`src/hw/psl_pkg.sv`:
```
// Behaviour
// Low hardware reset clears whole block; straps sampled; ctrl loads 0x30 on reset instead of clearing
// Address bit 2 strap, then interrupt output
// Speed source strap, then MII carrier sense
// Register access strap, then MII collision
// Crossover fix strap, then MII data bit 3
// Address bit 3 strap, then MII data 2
// Receive isolate strap, then data bit 1
// Serial mode strap, then fifth LED output
// Full duplex strap, then data bit 0
// RMII strap, then RXDV or CRS_DV
// Speed input high 100M, low 10M
// Autoneg strap, then MII receive clock
// Node/repeater strap, then MII receive error
// Nine event sources can raise interrupt
// Interrupt asserts as soon as event enabled
// Each LED shows register-selected event
// System supplies 50 MHz clock in RMII
// Strap pair: 1x RMII, 01 SI, 00 MII
// Isolate strap makes addr1 pin isolate input
// RMII: two receive bits per valid cycle
// Straps held until reset; drive after capture
// MII-only pins undriven outside MII mode
package psl_pkg;
    // ==========================================
    // Register map
    localparam logic [7:0] REG_CTRL = 8'h00;
    localparam logic [7:0] REG_MASK = 8'h04;
    localparam logic [7:0] REG_PEND = 8'h08;
    localparam logic [7:0] REG_STRAP = 8'h0C;
    localparam logic [7:0] REG_STATE = 8'h10;
    localparam int CTL_IRQ_HI = 0;
    localparam int CTL_SPEED = 1;
    localparam int CTL_LED1 = 4;
    localparam int CTL_LEDO4 = 6;
    localparam logic [7:0] CTRL_RST = 8'h30;
    localparam int NUM_EVT = 9;
    // ==========================================
    // LED source codes
    localparam logic [1:0] LED_LINK = 2'h0;
    localparam logic [1:0] LED_COL = 2'h1;
    localparam logic [1:0] LED_ACT = 2'h2;
    localparam logic [1:0] LED_SPEED = 2'h3;
    // ==========================================
    // Shared pin and strap bit positions
    localparam int NUM_PIN = 12;
    localparam int P_IRQ = 0;
    localparam int P_CRS = 1;
    localparam int P_COL = 2;
    localparam int P_RXD3 = 3;
    localparam int P_RXD2 = 4;
    localparam int P_RXD1 = 5;
    localparam int P_LEDO4 = 6;
    localparam int P_RXD0 = 7;
    localparam int P_RXDV = 8;
    localparam int P_RXCLK = 9;
    localparam int P_RXER = 10;
    localparam int P_ADDR1 = 11;
    typedef enum logic [1:0] {MODE_MII, MODE_SI, MODE_RMII} psl_mode_t;
    typedef struct packed {
        logic captured;
        logic [NUM_PIN-1:0] strap;
        psl_mode_t mode;
        logic [7:0] ctrl;
        logic [NUM_EVT-1:0] mask;
        logic [NUM_EVT-1:0] pend;
        logic pready;
        logic pslverr;
        logic [31:0] prdata;
        logic [NUM_PIN-1:0] pin_o;
        logic [NUM_PIN-1:0] pin_oe;
        logic speed_100;
    } psl_state_t;
    localparam psl_state_t ST_RST = '{ctrl: CTRL_RST, mode: MODE_MII, default: '0};
endpackage : psl_pkg

```
`src/hw/psl_strap_pin_mux.sv`:
```
// The register offsets and the APB register port were chosen for this implementation.
`timescale 1ns/10ps
module psl_strap_pin_mux (
    input wire logic pclk, // APB clock, 125 MHz
    input wire logic presetn, // Async reset, active low
    input wire logic psel, // APB select
    input wire logic penable, // APB enable
    input wire logic pwrite, // APB direction
    input wire logic [7:0] paddr, // APB byte address
    input wire logic [31:0] pwdata, // APB write data
    output logic [31:0] prdata, // APB read data
    output logic pready, // APB ready
    output logic pslverr, // APB error
    input wire logic [psl_pkg::NUM_EVT-1:0] evt_in, // Event pulses
    input wire logic speed_sel, // Dedicated speed input
    input wire logic link_up, // Link status
    input wire logic activity, // Activity level
    input wire logic rx_valid, // RXDV or CRS_DV source
    input wire logic [3:0] rx_data, // Receive data
    input wire logic rx_crs, // Carrier sense
    input wire logic rx_col, // Collision
    input wire logic rx_clk_lvl, // Receive clock level
    input wire logic rx_err, // Receive error
    input wire logic addr2_or_irq_pin_i, // Pin input
    output logic addr2_or_irq_pin_o, // Pin output
    output logic addr2_or_irq_pin_oe, // Pin enable
    input wire logic crs_pin_i, // Pin input
    output logic crs_pin_o, // Pin output
    output logic crs_pin_oe, // Pin enable
    input wire logic col_pin_i, // Pin input
    output logic col_pin_o, // Pin output
    output logic col_pin_oe, // Pin enable
    input wire logic rxd3_pin_i, // Pin input
    output logic rxd3_pin_o, // Pin output
    output logic rxd3_pin_oe, // Pin enable
    input wire logic rxd2_pin_i, // Pin input
    output logic rxd2_pin_o, // Pin output
    output logic rxd2_pin_oe, // Pin enable
    input wire logic rxd1_pin_i, // Pin input
    output logic rxd1_pin_o, // Pin output
    output logic rxd1_pin_oe, // Pin enable
    input wire logic led_out_4_i, // Pin input
    output logic led_out_4_o, // Pin output
    output logic led_out_4_oe, // Pin enable
    input wire logic rxd0_pin_i, // Pin input
    output logic rxd0_pin_o, // Pin output
    output logic rxd0_pin_oe, // Pin enable
    input wire logic rxdv_pin_i, // Pin input
    output logic rxdv_pin_o, // Pin output
    output logic rxdv_pin_oe, // Pin enable
    input wire logic rxclk_pin_i, // Pin input
    output logic rxclk_pin_o, // Pin output
    output logic rxclk_pin_oe, // Pin enable
    input wire logic rxer_pin_i, // Pin input
    output logic rxer_pin_o, // Pin output
    output logic rxer_pin_oe, // Pin enable
    input wire logic addr1_isolate_led_pin_i, // Pin input
    output logic addr1_isolate_led_pin_o, // Pin output
    output logic addr1_isolate_led_pin_oe, // Pin enable
    output logic [psl_pkg::NUM_PIN-1:0] strap_word, // Latched straps
    output psl_pkg::psl_mode_t iface_mode, // Decoded mode
    output logic speed_100, // Speed in use
    output logic straps_valid // Straps captured
);
    import psl_pkg::*;

    psl_state_t st;
    psl_state_t next_st;
    logic [NUM_PIN-1:0] pin_in;
    logic isolate;
    logic wr_fire;
    logic irq_act;

    // ==========================================
    // Pin gathering
    assign pin_in = {addr1_isolate_led_pin_i, rxer_pin_i, rxclk_pin_i, rxdv_pin_i,
                     rxd0_pin_i, led_out_4_i, rxd1_pin_i, rxd2_pin_i,
                     rxd3_pin_i, col_pin_i, crs_pin_i, addr2_or_irq_pin_i};
    assign isolate = st.strap[P_RXD1] & addr1_isolate_led_pin_i;
    assign wr_fire = psel & penable & st.pready & pwrite;

    // LED source select
    function automatic logic led_pick(input logic [1:0] sel, input logic spd);
        logic v;
        v = 1'b0;
        case (sel)
            LED_LINK: v = link_up;
            LED_COL: v = rx_col;
            LED_ACT: v = activity;
            default: v = spd;
        endcase
        return v;
    endfunction : led_pick

    // ==========================================
    // Next state
    always_comb begin
        next_st = st;
        // Strap capture at first edge after reset release
        if (!st.captured) begin
            next_st.captured = 1'b1;
            next_st.strap = pin_in;
            if (pin_in[P_RXDV]) begin
                next_st.mode = MODE_RMII;
            end else if (pin_in[P_LEDO4]) begin
                next_st.mode = MODE_SI;
            end else begin
                next_st.mode = MODE_MII;
            end
        end
        // APB setup decode
        next_st.pready = psel & ~penable;
        if (psel && !penable) begin
            next_st.pslverr = 1'b0;
            next_st.prdata = 32'h0000_0000;
            if (paddr == REG_CTRL) begin
                next_st.prdata[7:0] = st.ctrl;
            end else if (paddr == REG_MASK) begin
                next_st.prdata[NUM_EVT-1:0] = st.mask;
            end else if (paddr == REG_PEND) begin
                next_st.prdata[NUM_EVT-1:0] = st.pend;
            end else if (paddr == REG_STRAP) begin
                next_st.prdata[NUM_PIN-1:0] = st.strap;
            end else if (paddr == REG_STATE) begin
                next_st.prdata[3:0] = {st.captured, st.speed_100, st.mode};
            end else begin
                next_st.pslverr = 1'b1;
            end
        end
        // APB write at access completion
        if (wr_fire && paddr == REG_CTRL) begin
            next_st.ctrl = pwdata[7:0];
        end
        if (wr_fire && paddr == REG_MASK) begin
            next_st.mask = pwdata[NUM_EVT-1:0];
        end
        // Sticky events, set wins over clear
        next_st.pend = st.pend | evt_in;
        if (wr_fire && paddr == REG_PEND) begin
            next_st.pend = (st.pend & ~pwdata[NUM_EVT-1:0]) | evt_in;
        end
        // Speed source
        if (st.strap[P_CRS]) begin
            next_st.speed_100 = speed_sel;
        end else begin
            next_st.speed_100 = st.ctrl[CTL_SPEED];
        end
        // Pin outputs
        irq_act = |(next_st.pend & next_st.mask);
        next_st.pin_o = '0;
        next_st.pin_o[P_IRQ] = st.ctrl[CTL_IRQ_HI] ? irq_act : ~irq_act;
        next_st.pin_o[P_CRS] = rx_crs;
        next_st.pin_o[P_COL] = rx_col;
        next_st.pin_o[P_RXD3] = rx_data[3];
        next_st.pin_o[P_RXD2] = rx_data[2];
        next_st.pin_o[P_RXD1] = rx_data[1];
        next_st.pin_o[P_RXD0] = rx_data[0];
        next_st.pin_o[P_RXDV] = rx_valid;
        next_st.pin_o[P_RXCLK] = rx_clk_lvl;
        next_st.pin_o[P_RXER] = rx_err;
        next_st.pin_o[P_LEDO4] = led_pick(st.ctrl[CTL_LEDO4+:2], st.speed_100);
        next_st.pin_o[P_ADDR1] = led_pick(st.ctrl[CTL_LED1+:2], st.speed_100);
        // Enables only after capture
        next_st.pin_oe = '0;
        if (st.captured) begin
            next_st.pin_oe[P_IRQ] = 1'b1;
            next_st.pin_oe[P_LEDO4] = 1'b1;
            next_st.pin_oe[P_ADDR1] = ~st.strap[P_RXD1];
            next_st.pin_oe[P_RXD1] = ~isolate;
            next_st.pin_oe[P_RXD0] = ~isolate;
            next_st.pin_oe[P_RXDV] = ~isolate;
            if (st.mode == MODE_MII) begin
                next_st.pin_oe[P_CRS] = 1'b1;
                next_st.pin_oe[P_COL] = 1'b1;
                next_st.pin_oe[P_RXD3] = ~isolate;
                next_st.pin_oe[P_RXD2] = ~isolate;
                next_st.pin_oe[P_RXCLK] = ~isolate;
                next_st.pin_oe[P_RXER] = ~isolate;
            end
        end
    end

    // State register
    always_ff @(posedge pclk or negedge presetn) begin
        if (!presetn) begin
            st <= ST_RST;
        end else begin
            st <= next_st;
        end
    end

    // ==========================================
    // Output wiring from flops
    assign prdata = st.prdata;
    assign pready = st.pready;
    assign pslverr = st.pslverr;
    assign {addr1_isolate_led_pin_o, rxer_pin_o, rxclk_pin_o, rxdv_pin_o,
            rxd0_pin_o, led_out_4_o, rxd1_pin_o, rxd2_pin_o,
            rxd3_pin_o, col_pin_o, crs_pin_o, addr2_or_irq_pin_o} = st.pin_o;
    assign {addr1_isolate_led_pin_oe, rxer_pin_oe, rxclk_pin_oe, rxdv_pin_oe,
            rxd0_pin_oe, led_out_4_oe, rxd1_pin_oe, rxd2_pin_oe,
            rxd3_pin_oe, col_pin_oe, crs_pin_oe, addr2_or_irq_pin_oe} = st.pin_oe;
    assign strap_word = st.strap;
    assign iface_mode = st.mode;
    assign speed_100 = st.speed_100;
    assign straps_valid = st.captured;
endmodule : psl_strap_pin_mux

```
`config.mk`:
```
export PLATFORM = sky130hd
export DESIGN_NAME = psl_strap_pin_mux
export DESIGN_NICKNAME = d
export VERILOG_FILES = /design/src/hw/psl_pkg.sv /design/src/hw/psl_strap_pin_mux.sv
export SDC_FILE = /design/constraint.sdc
export NUM_CORES = 1
export LEC_CHECK = 0
export ABC_AREA = 1
export BUFFER_PORTS_ARGS = -buffer_cell sky130_fd_sc_hd__buf_2
export CORE_MARGIN = 10
export CORE_UTILIZATION = 44
export DETAILED_ROUTE_END_ITERATION = 6
export PLACE_DENSITY_LB_ADDON = 0.08
export SLEW_MARGIN = 20
export SYNTH_ARGS = -nofsm -noshare
export SYNTH_HDL_FRONTEND = slang
export SYNTH_SLANG_ARGS = --single-unit
```
`constraint.sdc`:
```
create_clock -name pclk -period 1.2 [get_ports pclk]
set_input_delay 0.3 -clock pclk [delete_from_list [all_inputs] [get_ports pclk]]
set_output_delay 0.3 -clock pclk [all_outputs]
set_load 0.1 [all_outputs]
```
==> reports/summary.txt, run 1 <==
CTS max path bufs: 2
Top reg by flops: st
Final period utilization: 134%
Post-synth EDFFs: 0
Worst endpoint required time: 1.45 ns
Synth top cells by count: nand2_1 (99), dfrtp_1 (70), buf_4 (54), inv_1 (41), nor2_1 (26)
Clock power share: 34.6%
Placer Congestion: 0.855
Largest net degree at the start of global routing: 73
Sequential area share after synthesis: 49.7%
Count leader, synth: nand2_1
Cell total after placement: 622
DP Worst Slack: -0.552 ns
Max-Cap Viols: 0
Vias/cell: 4.94
Pre-Repair DR Iteration Count: 4
Main synth FF type: dfrtp_1
Leak pwr: 3.05 nW
Clock Root Buffer: clkbuf_8
Hold Path Class: primary input to flop
GR Overflow Total: 0
Net Sw Frac: 34.9%
Synth Area in Adders: 0%
Clk_lat worst skew: 0.35 ns
Buffers on Ports: 108
DP HPWL: 8160 um
# IOs: 152
Pint: 4.90 mW
ANT cells: 0
Net Switching: 2.63 mW
Mapped Area: 3630 um^2
Max reg flops: 26
Seq cells post-synth: 72
Initial DRC Count: 219
Min setup slack post-route: -0.411 ns
First-pass GRT wire length: 17400 um
Startpoint class of the critical path: flop
Largest family of logic cells by synthesized area: simple AND/OR/NAND/NOR gates
Synth Area in XOR/XNOR: 0%
Register area: 1830 um^2
Synth Instances: 419
Critical Path End: addr2_or_irq_pin_o
Worst Setup End Kind: flop
Die Span Y: 111 um
Failing checks: setup timing
Post-synthesis compound-gate area fraction: 8.37%
Vias in the first global route: 3331
Peak supply drop: 0.850 mV
DRT Wirelength: 12100 um
Core Rows: 33
Ys Warns: 0
Fmax: 621 MHz
Non-Filler Instances: 689
CTS H-tree lvls: 3
Die W: 111 um
Crit Path Max Fanout: 6
Fillers: 518
Hold Fails Final Rpt: 0
Initial Util: 44.7%
Power Density: 1230 nW/um^2
Area occupied by multi-input gates: 1590 um^2
Synth top area share: 48.2%
Final Skew: 0.00646 ns
RSZ-0062 raised after global routing: true
CTS tree: done
Crit path time final: 1.61 ns
Hold depth: 1
Synthesis-to-layout area growth: 68.9%
Seq pwr share: 35.3%
CP arrival: 1.86 ns
Clock sink count: 72
Mux cell area share after synthesis: 0%
Drt drc: 0
Status: finished, violations left
Die area: 12300 um^2
TritonCTS buffer count: 9
Layout cell share with drive strength beyond 1: 51.5%
CP startpoint: pready
Reg-to-Reg End: addr2_or_irq_pin_o
Nets: 657
Area leader, netlist: dfrtp_1
Setup Viol. Count Final: 85
Via count: 3406
Largest cells by area after synthesis: dfrtp_1 (48%), buf_4 (11%), nand2_1 (10%)
Post-synthesis average cell area: 8.67 um^2
Async S/R FF share, synth: 100%
Initial antenna violation count: 0
Routed WL per cell: 17.6 um
Remaining antenna violation count: 0
Logic pwr share: 30.1%
Core area: 8130 um^2
Worst R2R Setup Slack: -0.41 ns
Clock edge transition at the registers on the reported setup and hold paths: 0.08 ns
Launching point of the worst reg2reg path: pready
Worst setup path class: flop to flop
Slew Viols, Final: 0
R2R depth: 11
Yosys cell types: 34
Global Route Usage Sum: 17.5%
Simple-Gate Fraction of Synth Area: 24.9%
## timing repair
action	4_1_cts	5_1_grt
setup buffers	17	30
pin swaps	11	23
endpoints found under the hold margin	70	0
hold buffers	1	0
gates resized for setup	29	71
cloned	0	4
setup endpoints to repair	84	92
## worst min path at each step
stage	from	endpoint	slack, ns
3_5_place_dp	presetn	strap_word[9]	0.36
6_report	rx_data[3]	rxd3_pin_o	0.04
5_1_grt	rx_err	rxer_pin_o	0.03
4_1_cts	rx_valid	rxdv_pin_o	0.03
2_1_floorplan	presetn	addr1_isolate_led_pin_o	0.004
3_3_place_gp	presetn	strap_word[9]	0.35
## per-layer routing
| metal | vias up | part of all wire (%) | GRT usage, % |
|---|---|---|---|
| li1 | 1584 | - | - |
| met1 | 1661 | 39 | 20.2 |
| met2 | 142 | 51 | 29.7 |
| met3 | 19 | 7.2 | 4.76 |
| met4 | 0 | 2.0 | 7.20 |
| met5 | - | 0 | 0 |
## layout by cell type, fill, tap and decap left out, drive strengths merged, types with 6 or more instances in the layout
cell,synthesis,layout
nand3b,8,8
nor3,6,6
o21ai,32,32
buf,57,186
nor2,36,36
conb,2,21
nand3,18,18
clkbuf,4,12
dfrtp,70,70
inv,43,42
a21oi,12,12
nand2,113,115
## logic make-up (layout without fill, tap and decap cells)
logic type      after synthesis  count (layout)
simple gates                186             188
other cells                   2              21
compound gates               54              54
buf+inv                     105             249
flops                        72              72
## per-stage QoR
stage	utilization (%)	setup TNS, ns	area, um^2	power (mW)	hold slack [ns]
detailed placement	62.8	-10.21	5110	4.84	0.362
global route	75.4	-11.95	6140	7.75	0.0328
global placement	62.8	-9.01	5110	4.82	0.354
CTS	69.1	-7.74	5620	7.50	0.0340
floorplan	-	-3.48	3860	4.17	0.00441
finish	75.4	-8.33	6140	7.54	0.0442
## power groups by stage
stage	clock [mW]	combinational [mW]	sequential, mW
6_report	2.61	2.27	2.66
3_5_place_dp	0	2.11	2.73
4_1_cts	2.63	2.21	2.66
5_1_grt	2.74	2.34	2.67
3_3_place_gp	0	2.09	2.73
2_1_floorplan	0	1.21	2.95
## worst max-delay path, cell delays in order (launching register included)
cell     delay [ns]
dfrtp_4        0.43
nand2_4        0.05
nor2_4         0.19
inv_1          0.11
nor2_4         0.19
nand2_1        0.07
nand2_1        0.08
a21oi_1        0.06
nor2_2         0.14
nand3_1        0.08
nand2_1        0.06
nand2_1        0.04
## final cells by class
type,count,area share (%)
Clock inverter,6,2.12
Inverter,44,3.04
Multi-Input combinational cell,263,26.0
Tap cell,105,2.14
Clock buffer,10,2.24
Sequential cell,72,29.9
Timing Repair Buffer,189,34.6
(Power assumes the default switching activity.)
==> run 2: changes to the inputs <==
SETUP_SLACK_MARGIN = 0.3   (was default)
==> run 2 against run 1 <==
Compared with the run above: the flow still finishes with violations (setup timing); die area unchanged; power decreased by 6.3%; first-iteration DRC count decreased by 1.8%; maximum frequency decreased by 6.5%; register-to-register slack got worse by 0.11 ns; sequential power about the same; count of clock-buffer cells in the layout increased by 3; via count increased by 3.5%; non-clock buffer count decreased by 2; critical path type unchanged; largest power group unchanged.
==> reports/summary.txt, run 2 (same netlist as run 1, synthesis figures left out) <==
Nets: 658 (+0.15%)
Final Skew: 0.00816 ns (+0.00171 ns)
Synthesis-to-layout area growth: 77.9%
Met3 wire len: 841 um (-3.1%)
First-pass GRT wire length: 18500 um (+6.2%)
CTS tree: done
Routed WL per cell: 18.6 um (+6.0%)
Core area: 8130 um^2 (unchanged)
Met1 WL: 4930 um (+3.7%)
Hold Fails Final Rpt: 0 (unchanged)
Top layer in use: met4
Commonest non-fill, non-tap cells in the layout: nand2_1 (62), buf_12 (61), buf_4 (50)
Status: finished, violations left
Leak pwr: 3.10 nW (+1.6%)
Max-Cap Viols: 0 (unchanged)
Core Rows: 33 (unchanged)
CP top delay family: simple AND/OR/NAND/NOR gates
Die W: 111 um (unchanged)
RSZ-0062 raised after global routing: true
CTS H-tree lvls: 3 (unchanged)
Buffers on Ports: 108 (unchanged)
Die area: 12300 um^2 (unchanged)
CP arrival: 1.97 ns (+0.11 ns)
Top reg by flops: st
Placer Congestion: 0.922 (+7.9%)
Crit Path Max Fanout: 7 (+1)
Startpoint class of the critical path: flop
DRT Wirelength: 12900 um (+6.3%)
Clock power share: 27.5% (-7.1 points)
Area occupied by multi-input gates: 1790 um^2 (+12%)
DP HPWL: 8250 um (+1.1%)
# IOs: 152 (unchanged)
Initial DRC Count: 215 (-1.8%)
Peak supply drop: 0.807 mV (-5.1%)
Initial Util: 44.7% (unchanged)
Fmax: 580 MHz (-6.5%)
Setup TNS: -8.37 ns (-0.0336 ns)
Max incr delay on CP: 0.49 ns (+0.06 ns)
Max reg flops: 26 (unchanged)
Top cell by count, worst path: nand2_1
Register area: 1890 um^2 (+3.0%)
Drt drc: 0 (unchanged)
Remaining antenna violation count: 0 (unchanged)
Clock edge transition at the registers on the reported setup and hold paths: 0.08 ns (about the same)
Worst endpoint required time: 1.45 ns (about the same)
Most common cell after layout, fill and taps aside: nand2_1
Via count: 3524 (+3.5%)
Logic pwr share: 34.5% (+4.4 points)
Largest net degree at the start of global routing: 73 (unchanged)
CTS max path bufs: 2 (unchanged)
Clock Root Buffer: clkbuf_8
Hold Path Class: primary input to flop
Clock sink count: 72 (unchanged)
Power Density: 1090 nW/um^2 (-11%)
Layout cell share with drive strength beyond 1: 61.4% (+9.8 points)
GR Overflow Total: 0 (unchanged)
Met2 wire len: 6700 um (+7.6%)
Pint: 4.37 mW (-11%)
Slew Viols, Final: 0 (unchanged)
Fillers: 472 (-8.9%)
Vias in the first global route: 3530 (+6.0%)
Worst setup path class: flop to flop
TritonCTS buffer count: 9 (unchanged)
Seq pwr share: 38.0% (+2.7 points)
Crit path time final: 1.72 ns (+0.111 ns)
Bufs and invs on worst path: 2 (+1)
Final period utilization: 144% (+9.3 points)
Global Route Usage Sum: 18.4% (+0.92 points)
Worst path slowest cell: dfrtp_4
Pre-Repair DR Iteration Count: 5 (+1)
Initial antenna violation count: 1 (+1)
Vias/cell: 5.10 (+3.2%)
Setup Viol. Count Final: 83 (-2.4%)
Overall power: 7.06 mW (-6.3%)
Clk_lat worst skew: 0.35 ns (about the same)
Min setup slack post-route: -0.523 ns (-0.111 ns)
CP Cell Sequence: nand2_4, nor2_4, buf_12, buf_12, nand3b_1, nand3b_1, nand2_2, nand2_1, nor2_2, nand3_1, nand2_1, nand2_1
Net Switching: 2.68 mW (+2.0%)
Worst Setup End Kind: flop
Failing checks: setup timing
Die Span Y: 111 um (unchanged)
Net Sw Frac: 38.0% (+3.1 points)
[run 2: path summary, 6_finish.rpt]
check | cells after the start | slack, ns | startpoint | endpoint
min in group asynchronous | 3 | 0.55 | presetn | rxd2_pin_oe
setup reg to reg | 12 | -0.52 | pready | addr2_or_irq_pin_o
setup / recovery | 12 | -0.52 | pready | addr2_or_irq_pin_o
hold reg to reg | 2 | 0.49 | st[77] | addr2_or_irq_pin_o
max in group asynchronous | 3 | 0.40 | presetn | st[81]
hold / removal | 1 | 0.04 | rx_err | rxer_pin_o
[run 2: through the flow]
stage          worst slack [ns]  utilization [%]  instances  hold slack, ns  cell area [um^2]
3_5_place_dp             -0.518             64.1        625           0.366              5210
4_1_cts                  -0.395             73.7        670          0.0354              6000
5_1_grt                  -0.662             79.5        691          0.0434              6460
3_3_place_gp             -0.489             64.1        625           0.363              5210
6_report                 -0.523             79.5        691          0.0436              6460
2_1_floorplan            -0.443                -        438         0.00441              4110
[run 2: power by group through the flow]
stage | clock, mW | combinational (mW) | sequential [mW]
after floorplan | 0 | 1.30 | 2.99
after global placement | 0 | 2.10 | 2.75
after detailed placement | 0 | 2.11 | 2.75
after CTS | 1.96 | 2.30 | 2.68
after global routing | 2.07 | 2.51 | 2.69
final | 1.94 | 2.43 | 2.68
[run 2: what timing repair did]
item	in CTS	in global routing
hold endpoints to repair	60	0
pin swaps	36	28
resized for setup	89	60
endpoints found under the setup margin	112	150
buffers inserted	25	16
hold buffers	1	0
gates cloned	3	4
[run 2: area by class of cell]
cell class | instances | area share [%]
Antenna cell | 1 | 0.0387
Clock buffer | 13 | 2.30
Clock inverter | 3 | 0.658
Inverter | 44 | 3.17
Multi-Input combinational cell | 263 | 27.7
Sequential cell | 72 | 29.2
Tap cell | 105 | 2.03
Timing Repair Buffer | 187 | 34.1
Timing Repair inverter | 3 | 0.813
[run 2: metal layers]
layer | track usage, % | vias to the layer above
met4 | 7.38 | 0
met2 | 30.9 | 170
met1 | 22.1 | 1732
li1 | - | 1588
met5 | 0 | -
met3 | 4.17 | 34
==> run 3: changes to the inputs <==
ABC_AREA = default   (was 1)
CORE_UTILIZATION = 43   (was 44)
==> run 3 against run 2 <==
Compared with the run above: setup slack lost 0.58 ns; critical path depth shrank 6; register-to-register slack lost 0.58 ns; the flow still finishes with violations (setup timing); critical endpoint unchanged.
==> reports/summary.txt, run 3 <==
Status: finished, violations left
Failing checks: setup timing
RSZ-0062 raised after global routing: true
Register area: 1890 um^2 (-0.13%)
Count leader, synth: dfrtp_1
Buffers on Ports: 108 (unchanged)
Vias in the first global route: 2933 (-17%)
Largest cells by area after synthesis: dfrtp_1 (51%), buf_4 (12%), mux2_2 (10%)
CTS H-tree lvls: 3 (unchanged)
Fillers: 480 (+1.7%)
First-pass GRT wire length: 15900 um (-14%)
Pre-Repair DR Iteration Count: 4 (-1)
Overall power: 6.68 mW (-5.3%)
Worst hold slack: 0.0620 ns (+0.0184 ns)
Setup Viol. Count Final: 111 (+34%)
Setup TNS: -21.25 ns (-12.89 ns)
Die Span Y: 109 um (-1.6%)
Top reg by flops: st
Mapped Area: 3410 um^2 (-6.1%)
DP HPWL: 7570 um (-8.3%)
Worst Setup End Kind: flop
Power Density: 1130 nW/um^2 (+3.7%)
Post-synth EDFFs: 0 (unchanged)
Remaining antenna violation count: 0 (unchanged)
Core Rows: 32 (-3.0%)
Yosys cell types: 39 (+15%)
CTS tree: done
Core area: 7730 um^2 (-5.0%)
Ys Warns: 0 (unchanged)
Die W: 109 um (-1.6%)
Drt drc: 0 (unchanged)
Max incr delay on CP: 0.58 ns (+0.09 ns)
Final period utilization: 192% (+49 points)
Via count: 2743 (-22%)
Commonest non-fill, non-tap cells in the layout: buf_12 (57), buf_4 (55), buf_2 (51)
# IOs: 152 (unchanged)
Post-synthesis average cell area: 12.1 um^2 (+40%)
Fin area: 5900 um^2 (-8.7%)
Fmax: 433 MHz (-25%)
Area occupied by multi-input gates: 1450 um^2 (-19%)
CP Cell Sequence: nand4_1, or4_4, mux2_4, a222oi_1, nand4_1, xnor2_1
Peak supply drop: 0.617 mV (-24%)
Die area: 11900 um^2 (-3.2%)
Clock sink count: 72 (unchanged)
Most common cell after layout, fill and taps aside: buf_12
Max-Cap Viols: 0 (unchanged)
DRT Wirelength: 10600 um (-17%)
TritonCTS buffer count: 9 (unchanged)
Sequential area share after synthesis: 52.9% (+3.2 points)
Post-place instance area: 5160 um^2 (-1.0%)
Main synth FF type: dfrtp_1
Layout cell share with drive strength beyond 1: 68.0% (+6.6 points)
Min setup slack post-route: -1.11 ns (-0.585 ns)
Nets: 523 (-21%)
Cell total after placement: 500 (-20%)
Initial DRC Count: 134 (-38%)
Leak pwr: 2.74 nW (-12%)
Vias/cell: 4.97 (-2.6%)
Final Skew: 0.0123 ns (+0.00417 ns)
Crit Path Max Fanout: 5 (-2)
Clk_lat worst skew: 0.35 ns (about the same)
Placer Congestion: 0.831 (-9.9%)
Non-Filler Instances: 552 (-20%)
ANT cells: 0 (-1)
Initial antenna violation count: 0 (-1)
Routed WL per cell: 19.2 um (+3.3%)
Synth top cells by count: dfrtp_1 (70), buf_4 (53), mux2_2 (31), nand2_1 (24), o21ai_0 (12)
Async S/R FF share, synth: 100% (unchanged)
GR Overflow Total: 0 (unchanged)
Hold Path Class: primary input to flop
Crit path time final: 2.31 ns (+0.585 ns)
Max reg flops: 26 (unchanged)
Hold Fails Final Rpt: 0 (unchanged)
Layout Utilization: 76.4% (-3.1 points)
Worst endpoint required time: 1.42 ns (-0.03 ns)
Clock Root Buffer: clkbuf_8
CP arrival: 2.53 ns (+0.56 ns)
Slew Viols, Final: 0 (unchanged)
Worst path slowest cell: or4_4
Synthesis-to-layout area growth: 73.0%
Largest net degree at the start of global routing: 44 (-40%)
Top cell by count, worst path: nand4_1
Synth Instances: 281 (-33%)
Seq cells post-synth: 72 (unchanged)
Startpoint class of the critical path: flop
Clock edge transition at the registers on the reported setup and hold paths: 0.08 ns (about the same)
Area leader, netlist: dfrtp_1
DP Worst Slack: -1.56 ns (-1.05 ns)
Worst setup path class: flop to flop
Synth top area share: 51.3% (+3.1 points)
CTS max path bufs: 2 (unchanged)
Initial Util: 44.2% (-0.52 points)
Global Route Usage Sum: 17.5% (-0.88 points)
==> run 3: cell types whose count changed after synthesis, sizes merged, moves of 17 or more <==
cell   change
inv       -40
mux2      +33
nand2     -89
nand3     -17
nor2      -33
o21ai     -20
==> run 3: layout make-up <==
cell class / count / area share, %
Timing Repair Buffer: 199 / 38.4
Tap cell: 102 / 2.16
Sequential cell: 72 / 31.9
Multi-Input combinational cell: 160 / 24.6
Clock inverter: 1 / 0.0848
Inverter: 3 / 0.191
Clock buffer: 15 / 2.65
==> run 3: final timing paths <==
check,startpoint,to,slack [ns],cells past startpoint
max reg2reg,pready,addr2_or_irq_pin_o,-1.11,6
max in group asynchronous,presetn,st[82],0.43,3
min in group asynchronous,presetn,rxd2_pin_o,0.46,3
min reg2reg,st[79],st[79],0.51,1
min,rx_data[1],rxd1_pin_o,0.06,1
max,pready,addr2_or_irq_pin_o,-1.11,6
==> run 3: cells by family after synthesis <==
logic type / after synthesis / synth area share (%)
DFF: 72 / 52.9
buffers and inverters: 68 / 13.5
and+or+nand+nor: 60 / 9.57
muxes: 43 / 16.2
AOI/OAI and AO/OA: 35 / 7.30
other: 2 / 0.220
xor gates and xnor gates: 1 / 0.257
==> run 3: worst max-delay path, delay by kind of cell (launching register included) <==
family                    cells  cell delay (ns)
AOI/OAI and AO/OA             1             0.39
xor gates and xnor gates      1             0.16
DFF                           1             0.41
muxes                         1             0.33
and+or+nand+nor               3             0.90
==> run 3: layer usage <==
metal | up-vias | wire length (um) | global-route usage, %
met1 | 1356 | 4110 | 20.8
met2 | 116 | 5330 | 29.0
li1 | 1255 | - | -
met3 | 16 | 922 | 5.25
met5 | - | 0 | 0
met4 | 0 | 243 | 7.25
==> run 3: report_power, final <==
group	internal, mW	total, mW	leakage [nW]	switching [mW]
logic	0.885	2.37	1.80	1.49
registers	2.55	2.64	0.855	0.0989
clock network	0.810	1.66	0.0817	0.854
total	4.24	6.68	2.74	2.44
==> run 3: timing repair <==
item / CTS / global route
pin swaps: 9 / 9
hold endpoints to repair: 70 / 0
gates cloned: 2 / 0
setup endpoints to repair: 114 / 115
hold buffers: 1 / 0
gates resized for setup: 54 / 19
setup buffers: 24 / 9
